## src/design/psrw_pkg.sv

```systemverilog
// Purpose: constants for the processor supervisor (reset stretch, watchdog)
// Assumes: 100 MHz clock, digital supply-low and comparator indications
// Notes:   times kept in their printed units, cycle counts derived here
package psrw_pkg;
  localparam int unsigned CLK_MHZ          = 100;
  localparam int unsigned RESET_STRETCH_MS = 200;
  localparam int unsigned WD_TIMEOUT_MS    = 1600;
  localparam int unsigned MR_DEBOUNCE_NS   = 500;
  localparam int unsigned RESET_CYCLES     = RESET_STRETCH_MS * 1000 * CLK_MHZ;
  localparam int unsigned WD_CYCLES        = WD_TIMEOUT_MS * 1000 * CLK_MHZ;
  localparam int unsigned DEBOUNCE_CYCLES  = (MR_DEBOUNCE_NS * CLK_MHZ + 999) / 1000;
  localparam int unsigned CNT_W            = 32;
  localparam logic        RESET_N_INIT     = 1'b0;
  localparam logic        WDO_N_INIT       = 1'b1;
  localparam logic        PFW_N_INIT       = 1'b1;
  // synchroniser idle levels {float, kick, sense, push_n, supply_low}
  localparam logic [4:0]  SYNC_INIT        = 5'h06;
endpackage : psrw_pkg

```

## src/design/psrw_supervisor.sv

```systemverilog
// Purpose: reset generator, debounced manual reset, watchdog, power-fail flag
// Assumes: all inputs asynchronous to clock; float detect comes from a pad sensor
// Notes:   watchdog never drives the reset; tie its output to manual_push_n
//
// Behaviour
// - supply low asserts system reset
// - manual push low asserts system reset
// - reset stretched one period after causes clear
// - manual push input debounced against glitches
// - any kick edge restarts watchdog count
// - static kick too long drives timeout low
// - supply low holds timeout output low
// - active-high reset is exact complement
// - power-fail warning high while sense above
// - power-fail path independent of reset and watchdog logic
// - floating kick disables the watchdog
// - supply low holds watchdog stopped
`timescale 1ns/1ns
module psrw_supervisor
  import psrw_pkg::*;
#(
  parameter int unsigned RESET_CNT = RESET_CYCLES,
  parameter int unsigned WD_CNT    = WD_CYCLES,
  parameter int unsigned DEB_CNT   = DEBOUNCE_CYCLES
)(
  input  wire logic clock,
  input  wire logic rstn,
  input  wire logic supply_low,
  input  wire logic manual_push_n,
  input  wire logic watchdog_kick,
  input  wire logic kick_floating,
  input  wire logic power_fail_sense,
  output logic      sys_reset_n,
  output logic      sys_reset,
  output logic      watchdog_expired_n,
  output logic      power_fail_warn_n
);
  // refuse counts that the compare-at-limit-minus-one logic cannot serve
  if (RESET_CNT < 2 || WD_CNT < 2 || DEB_CNT < 1)
  begin : g_bad_counts
    $error("psrw_supervisor: counts too small");
  end

  // two-flop synchronisers; stage one is read only by stage two
  logic [4:0] s1_r, s2_r;
  always_ff @(posedge clock)
  begin
    if (!rstn)
    begin
      // idle levels, so neither a false kick edge nor a warning blip follows reset
      s1_r <= SYNC_INIT;
      s2_r <= SYNC_INIT;
    end
    else
    begin
      s1_r <= {kick_floating, watchdog_kick, power_fail_sense, manual_push_n, supply_low};
      s2_r <= s1_r;
    end
  end
  wire logic sup_low = s2_r[0];
  wire logic mr_s    = s2_r[1];
  wire logic pfs_s   = s2_r[2];
  wire logic kick_s  = s2_r[3];
  wire logic float_s = s2_r[4];

  // debounce: a level must hold for DEB_CNT cycles before it is believed
  logic [CNT_W-1:0] deb_r, deb_nxt;
  logic             mr_db_r, mr_db_nxt;
  always_comb
  begin
    deb_nxt   = deb_r;
    mr_db_nxt = mr_db_r;
    if (mr_s == mr_db_r)
      deb_nxt = '0;
    else if (deb_r >= CNT_W'(DEB_CNT - 1))
    begin
      mr_db_nxt = mr_s;
      deb_nxt   = '0;
    end
    else
      deb_nxt = deb_r + 1'b1;
  end

  // reset stretch counter restarts while any cause is active
  // the count only runs while the reset is low, so it stands still once released
  logic [CNT_W-1:0] rst_cnt_r, rst_cnt_nxt;
  logic             rst_n_r, rst_n_nxt, rst_r, rst_nxt;
  wire logic        cause = sup_low | ~mr_db_r;
  always_comb
  begin
    rst_cnt_nxt = rst_cnt_r;
    rst_n_nxt   = rst_n_r;
    if (cause)
    begin
      rst_cnt_nxt = '0;
      rst_n_nxt   = 1'b0;
    end
    else if (!rst_n_r)
    begin
      if (rst_cnt_r >= CNT_W'(RESET_CNT - 1))
        rst_n_nxt = 1'b1;
      else
        rst_cnt_nxt = rst_cnt_r + 1'b1;
    end
    rst_nxt = ~rst_n_nxt;
  end

  // watchdog: only the kick edge, the float flag and the supply flag feed it, never the reset
  logic [CNT_W-1:0] wd_cnt_r, wd_cnt_nxt;
  logic             kick_d_r, wdo_n_r, wdo_n_nxt;
  wire logic        kick_edge = kick_s ^ kick_d_r;
  always_comb
  begin
    wd_cnt_nxt = wd_cnt_r;
    wdo_n_nxt  = wdo_n_r;
    if (sup_low)
    begin
      wd_cnt_nxt = '0;
      wdo_n_nxt  = 1'b0;
    end
    else if (float_s)
    begin
      wd_cnt_nxt = '0;
      wdo_n_nxt  = 1'b1;
    end
    else if (kick_edge)
    begin
      wd_cnt_nxt = '0;
      wdo_n_nxt  = 1'b1;
    end
    else if (wd_cnt_r >= CNT_W'(WD_CNT - 1))
      wdo_n_nxt = 1'b0;
    else
    begin
      // still inside the period, so the output stands high; this also lets it
      // recover by itself once the supply is valid again
      wd_cnt_nxt = wd_cnt_r + 1'b1;
      wdo_n_nxt  = 1'b1;
    end
  end

  // power-fail warning is a plain registered copy of the comparator
  // no term of the reset or watchdog state reaches it, by construction
  logic pfw_n_r, pfw_n_nxt;
  always_comb
  begin
    pfw_n_nxt = pfs_s;
  end

  always_ff @(posedge clock)
  begin
    if (!rstn)
    begin
      deb_r     <= '0;
      mr_db_r   <= 1'b1;
      rst_cnt_r <= '0;
      rst_n_r   <= RESET_N_INIT;
      rst_r     <= ~RESET_N_INIT;
      wd_cnt_r  <= '0;
      kick_d_r  <= 1'b0;
      wdo_n_r   <= WDO_N_INIT;
      pfw_n_r   <= PFW_N_INIT;
    end
    else
    begin
      deb_r     <= deb_nxt;
      mr_db_r   <= mr_db_nxt;
      rst_cnt_r <= rst_cnt_nxt;
      rst_n_r   <= rst_n_nxt;
      rst_r     <= rst_nxt;
      wd_cnt_r  <= wd_cnt_nxt;
      kick_d_r  <= kick_s;
      wdo_n_r   <= wdo_n_nxt;
      pfw_n_r   <= pfw_n_nxt;
    end
  end

  // outputs come straight from their flip-flops, no logic after the register
  assign sys_reset_n        = rst_n_r;
  assign sys_reset          = rst_r;
  assign watchdog_expired_n = wdo_n_r;
  assign power_fail_warn_n  = pfw_n_r;

  // assertions; each watches what the logic drives, checked on the same edge or, for |=>, one edge later
  a_reset_on_supply: assert property (@(posedge clock) disable iff (!rstn)
    sup_low |=> !sys_reset_n) else $error("reset not asserted on supply low");
  a_reset_on_push: assert property (@(posedge clock) disable iff (!rstn)
    !mr_db_r |=> !sys_reset_n) else $error("reset not asserted on push");
  a_reset_stretch: assert property (@(posedge clock) disable iff (!rstn)
    $rose(sys_reset_n) |-> rst_cnt_r == CNT_W'(RESET_CNT - 1))
    else $error("reset released early");
  a_debounce_hold: assert property (@(posedge clock) disable iff (!rstn)
    $changed(mr_db_r) |-> $past(mr_s) == mr_db_r) else $error("debounce took bad level");
  a_kick_restart: assert property (@(posedge clock) disable iff (!rstn)
    kick_edge |=> wd_cnt_r == '0) else $error("kick did not restart");
  a_wd_timeout: assert property (@(posedge clock) disable iff (!rstn)
    $fell(watchdog_expired_n) && !$past(sup_low) |-> $past(wd_cnt_r) == CNT_W'(WD_CNT - 1))
    else $error("timeout at wrong count");
  a_wdo_supply: assert property (@(posedge clock) disable iff (!rstn)
    sup_low |=> !watchdog_expired_n && wd_cnt_r == '0)
    else $error("watchdog active in supply low");
  // a timeout alone must never pull the reset low; only a cause may
  a_wd_no_reset: assert property (@(posedge clock) disable iff (!rstn)
    $fell(sys_reset_n) |-> $past(cause)) else $error("reset fell without a cause");
  a_complement: assert property (@(posedge clock) disable iff (!rstn)
    sys_reset == !sys_reset_n) else $error("reset outputs not complementary");
  a_pfw_follow: assert property (@(posedge clock) disable iff (!rstn)
    1'b1 |=> power_fail_warn_n == $past(pfs_s)) else $error("power-fail mismatch");
  a_float_off: assert property (@(posedge clock) disable iff (!rstn)
    float_s && !sup_low |=> watchdog_expired_n) else $error("floating kick timed out");
  // the compare-at-limit logic relies on the counters never passing the limit
  a_wd_bound: assert property (@(posedge clock) disable iff (!rstn)
    wd_cnt_r <= CNT_W'(WD_CNT - 1)) else $error("watchdog count overran");
  a_stretch_bound: assert property (@(posedge clock) disable iff (!rstn)
    rst_cnt_r <= CNT_W'(RESET_CNT - 1)) else $error("stretch count overran");
  // main scenarios: release, expiry, push, power-fail, supply recovery
  c_reset_release: cover property (@(posedge clock) disable iff (!rstn) $rose(sys_reset_n));
  c_wd_expire: cover property (@(posedge clock) disable iff (!rstn)
    $fell(watchdog_expired_n) && !sup_low);
  c_push: cover property (@(posedge clock) disable iff (!rstn) $fell(mr_db_r));
  c_pfw: cover property (@(posedge clock) disable iff (!rstn) $fell(power_fail_warn_n));
  c_supply_back: cover property (@(posedge clock) disable iff (!rstn) $fell(sup_low));
endmodule : psrw_supervisor

```

## config.mk

```make
export PLATFORM = sky130hd
export DESIGN_NAME = psrw_supervisor
export DESIGN_NICKNAME = d
export VERILOG_FILES = /design/src/design/psrw_pkg.sv /design/src/design/psrw_supervisor.sv
export SDC_FILE = /design/constraint.sdc
export NUM_CORES = 1
export LEC_CHECK = 0
export ABC_AREA = 1
export BUFFER_PORTS_ARGS = -buffer_cell sky130_fd_sc_hd__buf_4
export CORE_ASPECT_RATIO = 0.75
export CORE_MARGIN = 3
export CORE_UTILIZATION = 50
export DETAILED_ROUTE_END_ITERATION = 12
export PLACE_DENSITY_LB_ADDON = 0.12
export SKIP_CTS_REPAIR_TIMING = 1
export SYNTH_ARGS = -nofsm -noshare
export SYNTH_HDL_FRONTEND = slang
export SYNTH_SLANG_ARGS = --single-unit
```

## constraint.sdc

```tcl
create_clock -name clock -period 2.5 [get_ports clock]
set_clock_uncertainty 0.2 [all_clocks]
set_input_delay 0.75 -clock clock [delete_from_list [all_inputs] [get_ports clock]]
set_output_delay 0.75 -clock clock [all_outputs]
set_load 0.03 [all_outputs]
```

* After elaboration in Yosys (flattened, before gate mapping)
Index checks and enable logic that the tools add are counted.
** Operators by class
- Bitwise gates (word level) :: 8
- Add/subtract/negate cells :: 3
- Multiplexer cells :: 7
- Eq/ne operators :: 1
- Order comparisons :: 3
- Reductions and logical operators :: 5
** Operator list (number)
- $add A32 B1 Y32 const B :: 3
- $ge A32 B25 Y1 const B :: 1
- $ge A32 B28 Y1 const B :: 1
- $ge A32 B6 Y1 const B :: 1
- $mux W1 :: 7
- $not A1 Y1 :: 6
- $reduce_and A2 Y1 :: 2
- $reduce_or A4 Y1 :: 1
- $reduce_or A3 Y1 :: 1
- $reduce_or A2 Y1 :: 1
- $eq A1 B1 Y1 :: 1
- $or A1 B1 Y1 :: 1
- $xor A1 B1 Y1 :: 1
** Storage, ports and cells
- Input bits :: 7
- Logic and storage cells :: 38
- Output and inout bits :: 4
- Register bits :: 112

* Longest topological paths before layout
Gate-level depths: netlist of the first run.
- Depth after elaboration :: 5
- Gate-level depth with buffers :: 13
- Mapped depth without buffers :: 12

* Worst setup path after synthesis of the first run
OpenSTA, ideal clock, no wires.
- Path type :: register to register
- Start :: register wd_cnt_r[0]
- End :: register wd_cnt_r[0]
- Cell stages (with the launch flop) :: 14
- Arrival time :: 1.566 ns
- Setup slack :: 0.621 ns
- Buffers on the path :: 1
- Period minus slack after synthesis :: 1.879 ns
- Library setup time :: 0.113 ns
- Data required time :: 2.187 ns
- Path through :: dfxtp_1 > ha_1 > nand3_2 > inv_2 > nand2_4 > clkinv_2 > nand2_1 > nand2_2 > nand2_4 > nand2_4 > buf_6 > inv_2 > nor2_1 > nor2_1
** On the way
- Word-level cells in the longest chain between the ends :: 1
- Elaborated cells between the ends (all ways) :: 2
- Classes of those cells :: add/sub (1); order compare (1)
** RTL lines
- start: declaration :: line psrw_supervisor.sv:109 : logic [CNT_W-1:0] wd_cnt_r, wd_cnt_nxt;
- start signal: assignment :: line psrw_supervisor.sv:171 : wd_cnt_r <= wd_cnt_nxt;
- $add A32 B1 Y32 / $ge A32 B28 Y1 (equally long branches) :: line psrw_supervisor.sv:137, psrw_supervisor.sv:131
Several ways; a longest one is shown, not always the timed one.
A chain may end at the register's enable or synchronous reset.

* Worst setup path after layout of the first run
- Start :: register rst_cnt_r[0]
- End :: register rst_cnt_r[12]
** On the way
- Word-level cells in the longest chain between the ends :: 3
- Elaborated cells between the ends (all ways) :: 4
- Classes of those cells :: add/sub (1); order compare (1); bitwise (1); reduce/logical (1)
** RTL lines
- start: declaration :: line psrw_supervisor.sv:86 : logic [CNT_W-1:0] rst_cnt_r, rst_cnt_nxt;
- start signal: assignment :: line psrw_supervisor.sv:168 : rst_cnt_r <= rst_cnt_nxt;
- $ge A32 B25 Y1 :: line psrw_supervisor.sv:100 : if (rst_cnt_r >= CNT_W'(RESET_CNT - 1))
- $not A1 Y1 (no source line)
- $reduce_and A2 Y1 (no source line)
Several ways; a longest one is shown, not always the timed one.

==> impl_metrics.json, run 1 <==
{
  "status": "finished, final reports clean",
  "ir_worst_vdd_mv": 0.4057,
  "clock_latency_ns": 0.35,
  "rsz0062_at_grt": "no",
  "synth_area_per_cell_um2": 6.886,
  "grt_use_total_pct": 19.69,
  "yosys_warnings": 0,
  "top_layer_used": "met4",
  "area_growth_pct": 10.27,
  "cp.arrival_ns": 2.26,
  "synth_most_common_cell": "nand2_1",
  "synth_top_area_share_pct": 40.00,
  "max_freq_mhz": 449.5,
  "met2_length_um": 4769,
  "drt-wirelength-per-cell_um": 12.26,
  "dpl.hpwl_um": 8650,
  "maxCapViolCount": 0,
  "route.detailed.drc": 0,
  "place.gp.congestion": 0.9378,
  "clock_path_buffers": 2,
  "n_antenna_cell": 0,
  "startpoint_type": "flip-flop",
  "hold_viol_final": 0,
  "setup_viol": 0,
  "p_per_area_nw_per_um2": 559.2,
  "start_util_pct": 52.83,
  "yosys.area.top_type": "dfxtp_1",
  "num_rows": 32,
  "crit_chain": "ha_1 -> nand3_2 -> inv_2 -> nand2_2 -> inv_2 -> nand2_1 -> nand2_2 -> nand2_4 -> buf_4 -> nand3_1 -> a21oi_2",
  "dr_total_vias": 4996,
  "synthTopCellsByArea": "dfxtp_1 40%, nand2_1 15%, nor2_1 8.8%",
  "fin_hold_ws_ns": 0.2268,
  "drv_slew": 0,
  "path_buf_inv": 3,
  "ys_types": 33,
  "synthesis.area_um2": 5605,
  "drt_iter0_markers": 440,
  "cp_top_family": "simple AND/OR/NAND/NOR gates",
  "drive_gt1_share_pct": 12.68,
  "synth_edf_count": 0,
  "clkTransAtPathRegs_ns": 0.08,
  "fp.dieH_um": 97.70,
  "leakage_uw": 0.002348,
  "fillCellCount": 1013,
  "die_area_um2": 12530,
  "antenna_found_initial": 0,
  "root_buffer": "clkbuf_16",
  "core_area_um2": 10610,
  "finalSetupTns_ns": 0,
  "cts_buffers": 9,
  "crit_type": "reg -> reg",
  "synthCells": 814,
  "htree_levels": 3,
  "ys_async_sr_fraction_pct": 0,
  "die_x_um": 128.3,
  "seq_area_frac_synth_pct": 40.00,
  "ant_nets": 0,
  "grt_pass1_vias": 4345,
  "io_buffers": 10,
  "synth_ff_type": "dfxtp_1",
  "via_per_inst": 5.057,
  "slowest_stage": "dfxtp_1",
  "top_level_ports": 11,
  "preCtsSetupSlack_ns": 0.3150,
  "drt_wl_total_um": 12110,
  "synthTopCellsByCount": "231 x nand2_1, 131 x nor2_1, 112 x dfxtp_1",
  "grt_max_degree": 31,
  "hp-class": "reg -> reg",
  "grt_pass1_wl_um": 20260,
  "min_period_ns": 2.225,
  "firstDrtPassIters": 5,
  "ys_ff_latch": 112,
  "cts.sinks": 112,
  "cts_tree": "done",
  "route.met3.wl_um": 809,
  "crit_required_ns": 2.53,
  "globalRouteOverflowTotal": 0,
  "finalCritPeriodShare_pct": 88.99,
  "fin_ws_ns": 0.2754,
  "critPathMaxFanout": 23,
  "met1_length_um": 6443,
  "crit_path_end_kind": "flip-flop",
  "layout.nets": 859,
  "worst_path_largest_cell_delay_ns": 0.42
}
[metal layers]
| layer | global-route usage (%) | up-vias |
|---|---|---|
| met3 | 4.670 | 10 |
| li1 | - | 2593 |
| met5 | 0 | - |
| met4 | 4.241 | 0 |
| met2 | 26.61 | 155 |
| met1 | 31.10 | 2238 |
[cells in the final DEF (no fill, tap or decap)]
| cell | netlist | routed |
|---|---|---|
| bufinv_16 | 0 | 1 |
| inv_8 | 0 | 2 |
| nand3_1 | 90 | 90 |
| nor2_4 | 1 | 1 |
| a21oi_2 | 26 | 26 |
| a31oi_1 | 1 | 1 |
| xnor2_1 | 16 | 16 |
| nand2_4 | 4 | 4 |
| buf_4 | 0 | 17 |
| clkinv_8 | 0 | 2 |
| inv_6 | 0 | 1 |
| inv_2 | 6 | 6 |
| o21ai_1 | 2 | 2 |
| a21oi_1 | 26 | 26 |
| inv_1 | 74 | 74 |
| clkinv_1 | 1 | 1 |
| nand2_1 | 231 | 231 |
| nor4_1 | 1 | 1 |
| nor2_1 | 131 | 131 |
| ha_1 | 5 | 5 |
| a21oi_4 | 1 | 1 |
| nand4_1 | 6 | 6 |
| nand3_2 | 2 | 2 |
| clkbuf_16 | 0 | 9 |
| nand2_8 | 1 | 1 |
| conb_1 | 1 | 26 |
| nor2_2 | 4 | 4 |
| clkinv_2 | 1 | 2 |
| xor2_1 | 10 | 10 |
| o21ai_0 | 10 | 10 |
| dfxtp_1 | 112 | 112 |
| nor3_1 | 2 | 2 |
| nor2_8 | 1 | 1 |
| or2_2 | 5 | 5 |
| nand2_2 | 23 | 23 |
[layout make-up]
cell class / count / area (um2) / share of cell area, %
tap: 136 / 170.2 / 2.753
multi-input combinational: 625 / 3008 / 48.66
clock buffer: 9 / 225.2 / 3.644
sequential: 112 / 2242 / 36.28
inverter: 82 / 309.0 / 5.000
clock inverter: 7 / 98.84 / 1.599
timing repair buffer: 17 / 127.6 / 2.065
[where the power goes]
group / internal, uW / switching, uW / total [uW]
Clock: 811 / 717 / 1530
Combinational: 28.8 / 60.5 / 89.4
Sequential: 1820 / 17.8 / 1840
Total: 2660 / 796 / 3460
[through the flow]
step | cell area, um2 | util [%] | total power (uW) | std cells
6_report | 6181 | 58.25 | 3456 | 988
5_1_grt | 6181 | 58.25 | 3587 | 988
4_1_cts | 6181 | 58.25 | 3492 | 988
3_5_place_dp | 5857 | 55.20 | 1970 | 972
3_3_place_gp | 5857 | 55.20 | 1965 | 972
2_1_floorplan | 5699 | - | 1939 | 839
[path summary, 6_finish.rpt]
path / from / end / slack (ns) / depth (start not counted)
max: rst_cnt_r[0] / rst_cnt_r[12] / 0.28 / 11
min: s1_r[4] / s2_r[4] / 0.23 / 2
max reg2reg: rst_cnt_r[0] / rst_cnt_r[12] / 0.28 / 11
min reg2reg: s1_r[4] / s2_r[4] / 0.23 / 2
[sequential cells by signal, summed over array words and instances (netlist names)]
| register | flops |
|---|---|
| deb_r | 32 |
| kick_d_r | 1 |
| mr_db_r | 1 |
| power_fail_warn_n | 1 |
| rst_cnt_r | 32 |
| s1_r | 5 |
| s2_r | 5 |
| sys_reset | 1 |
| sys_reset_n | 1 |
| watchdog_expired_n | 1 |
| wd_cnt_r | 32 |
[tightest hold or removal path: stages (launching register included)]
cell	delay (ns)
dfxtp_1	0.31
nand2_1	0.05
inv_1	0.04
[kinds of logic after synthesis]
group	share of synthesized area, %
and+or+nand+nor	38.88
buffers and inverters	8.013
AOI/OAI and AO/OA	7.857
DFF	40.00
other	0.06690
adders and majority gates	1.116
xor gates and xnor gates	4.062
No activity file was read; power rests on OpenSTA's default activity.
==> inputs of run 2 (changes only) <==
--- a/config.mk
+++ b/config.mk
@@ -12,6 +12,7 @@
 export CORE_UTILIZATION = 50
 export DETAILED_ROUTE_END_ITERATION = 12
 export PLACE_DENSITY_LB_ADDON = 0.12
+export REMOVE_ABC_BUFFERS = 1
 export SKIP_CTS_REPAIR_TIMING = 1
 export SYNTH_ARGS = -nofsm -noshare
 export SYNTH_HDL_FRONTEND = slang
==> run 2 against run 1 <==
Die area is the same. Final area down 0.18%. Largest cell class unchanged. Critical path depth did not move. Sequential power about the same.
==> impl_metrics.json, run 2 (same netlist as run 1, synthesis figures left out) <==
{
  "htree_levels": 3,
  "root_buffer": "clkbuf_16",
  "preCtsSetupSlack_ns": 0.2809,
  "p_comb_share_pct": 2.6,
  "layout_common_cells": "231 x nand2_1, 131 x nor2_1, 112 x dfxtp_1, 90 x nand3_1, 74 x inv_1",
  "clkTransAtPathRegs_ns": 0.08,
  "slowest_stage": "dfxtp_1",
  "layout.nets": 860,
  "worst-path-stages": 11,
  "antenna_found_initial": 0,
  "firstDrtPassIters": 5,
  "globalRouteOverflowTotal": 0,
  "core_area_um2": 10610,
  "switching_share_pct": 24.10,
  "hp-start": "s1_r[0]",
  "fp.dieH_um": 97.70,
  "n_antenna_cell": 0,
  "cts.sinks": 112,
  "p_per_area_nw_per_um2": 548.3,
  "drv_slew": 0,
  "crit_required_ns": 2.59,
  "dpl.hpwl_um": 8784,
  "setup_viol": 0,
  "cts_tree": "done",
  "power.share.sequential_pct": 54.3,
  "maxCapViolCount": 0,
  "final_common_cell": "nand2_1",
  "clock_path_buffers": 2,
  "max_freq_mhz": 446.0,
  "crit_type": "reg -> reg",
  "drt_wl_total_um": 11930,
  "cts_buffers": 9,
  "crit_top_cell": "nand2_4",
  "fin_ws_ns": 0.2579,
  "clock_latency_ns": 0.36,
  "drt-wirelength-per-cell_um": 12.06,
  "io_buffers": 10,
  "top_level_ports": 11,
  "ant_nets": 0,
  "cp_top_family": "simple AND/OR/NAND/NOR gates",
  "post-place-cells": 973,
  "ir_worst_vdd_mv": 0.4870,
  "worst_path_largest_cell_delay_ns": 0.42,
  "critPathMaxFanout": 30,
  "final-instance-count-excl-fill": 989,
  "clkPwrFrac_pct": 43.0,
  "hp-class": "reg -> reg",
  "r2r_cells": 11,
  "reg.largest.list": "deb_r: 32 flops, rst_cnt_r: 32 flops, wd_cnt_r: 32 flops",
  "start_util_pct": 52.83,
  "area_growth_pct": 10.07,
  "grt_use_total_pct": 20.11,
  "dpl_cell_area_um2": 5864,
  "switching_power_uw": 815.3,
  "crit_chain": "ha_1 -> nand3_2 -> inv_2 -> nand2_4 -> clkinv_2 -> nand2_1 -> nand2_2 -> nand2_4 -> nand2_4 -> nand2_1 -> a21oi_1",
  "leakage_uw": 0.002345,
  "finalPower_uw": 3383,
  "route.detailed.drc": 0,
  "rsz0062_at_grt": "no",
  "min_period_ns": 2.242,
  "crit_path_end_kind": "flip-flop",
  "startpoint_type": "flip-flop",
  "status": "finished, final reports clean",
  "die_area_um2": 12530,
  "r2r_end": "wd_cnt_r[27]",
  "grt_max_degree": 31,
  "finalCritPeriodShare_pct": 89.69,
  "design_area_um2": 6170,
  "path_buf_inv": 2,
  "reg2reg_from": "wd_cnt_r[0]",
  "finalSetupTns_ns": 0,
  "worstHoldPathCells": 2,
  "r2r_slack_ns": 0.26,
  "grt_pass1_wl_um": 20800,
  "internal_power_uw": 2568,
  "whs_endpoint": "s2_r[0]",
  "dr_total_vias": 4925,
  "num_rows": 32,
  "via_per_inst": 4.980,
  "place.gp.congestion": 0.9862,
  "drt_iter0_markers": 465,
  "cp.arrival_ns": 2.33,
  "die_x_um": 128.3,
  "grt_pass1_vias": 4414,
  "drive_gt1_share_pct": 12.78,
  "hold_viol_final": 0
}
-- run 2: changes by cell type in the layout (fill, tap and decap cells not counted), sizes merged --
| cell | before | now |
|---|---|---|
| buf | 17 | 18 |
| bufinv | 1 | 0 |
| inv | 83 | 84 |
-- run 2: worst max-delay path by stage --
stage           startpoint            endpoint  slack (ns)
2_1_floorplan  wd_cnt_r[0]         wd_cnt_r[0]        0.49
3_3_place_gp   wd_cnt_r[0]  watchdog_expired_n        0.34
3_5_place_dp   wd_cnt_r[0]  watchdog_expired_n        0.28
4_1_cts        wd_cnt_r[0]        wd_cnt_r[26]        0.27
5_1_grt        wd_cnt_r[0]         wd_cnt_r[0]        0.06
6_report       wd_cnt_r[0]        wd_cnt_r[27]        0.26
-- run 2: layer usage --
metal	share of wire (%)	track usage, %	up-vias
met5	0	0	-
met4	1.1	4.568	0
met3	9.0	6.978	12
met2	39	27.33	159
met1	51	30.21	2168
li1	-	-	2586
-- run 2: worst reg2reg max path: stages (launching register included) --
cell and delay (ns):
dfxtp_1 0.42, ha_1 0.32, nand3_2 0.13, inv_2 0.11
nand2_4 0.07, clkinv_2 0.06, nand2_1 0.06, nand2_2 0.08
nand2_4 0.12, nand2_4 0.35, nand2_1 0.11, a21oi_1 0.15
-- run 2: cell type report --
| class | count | area (um2) |
|---|---|---|
| clock buffer | 9 | 225.2 |
| multi-input combinational | 625 | 3008 |
| timing repair buffer | 18 | 135.1 |
| tap | 136 | 170.2 |
| sequential | 112 | 2242 |
| fill | 978 | 4441 |
| inverter | 82 | 309.0 |
| clock inverter | 7 | 80.08 |
-- run 2: power groups by stage --
stage	Clock [uW]	Combinational [uW]	Sequential, uW
3_3_place_gp	0	87.2	1880
3_5_place_dp	0	88.7	1880
6_report	1460	89.4	1840
4_1_cts	1500	89.3	1840
2_1_floorplan	0	54.3	1880
5_1_grt	1570	103	1840
-- run 2: stage by stage --
step	hold slack [ns]	util [%]
3_3_place_gp	0.1944	55.27
2_1_floorplan	0.1900	-
6_report	0.2153	58.15
5_1_grt	0.2419	58.15
3_5_place_dp	0.1981	55.27
4_1_cts	0.2166	58.15
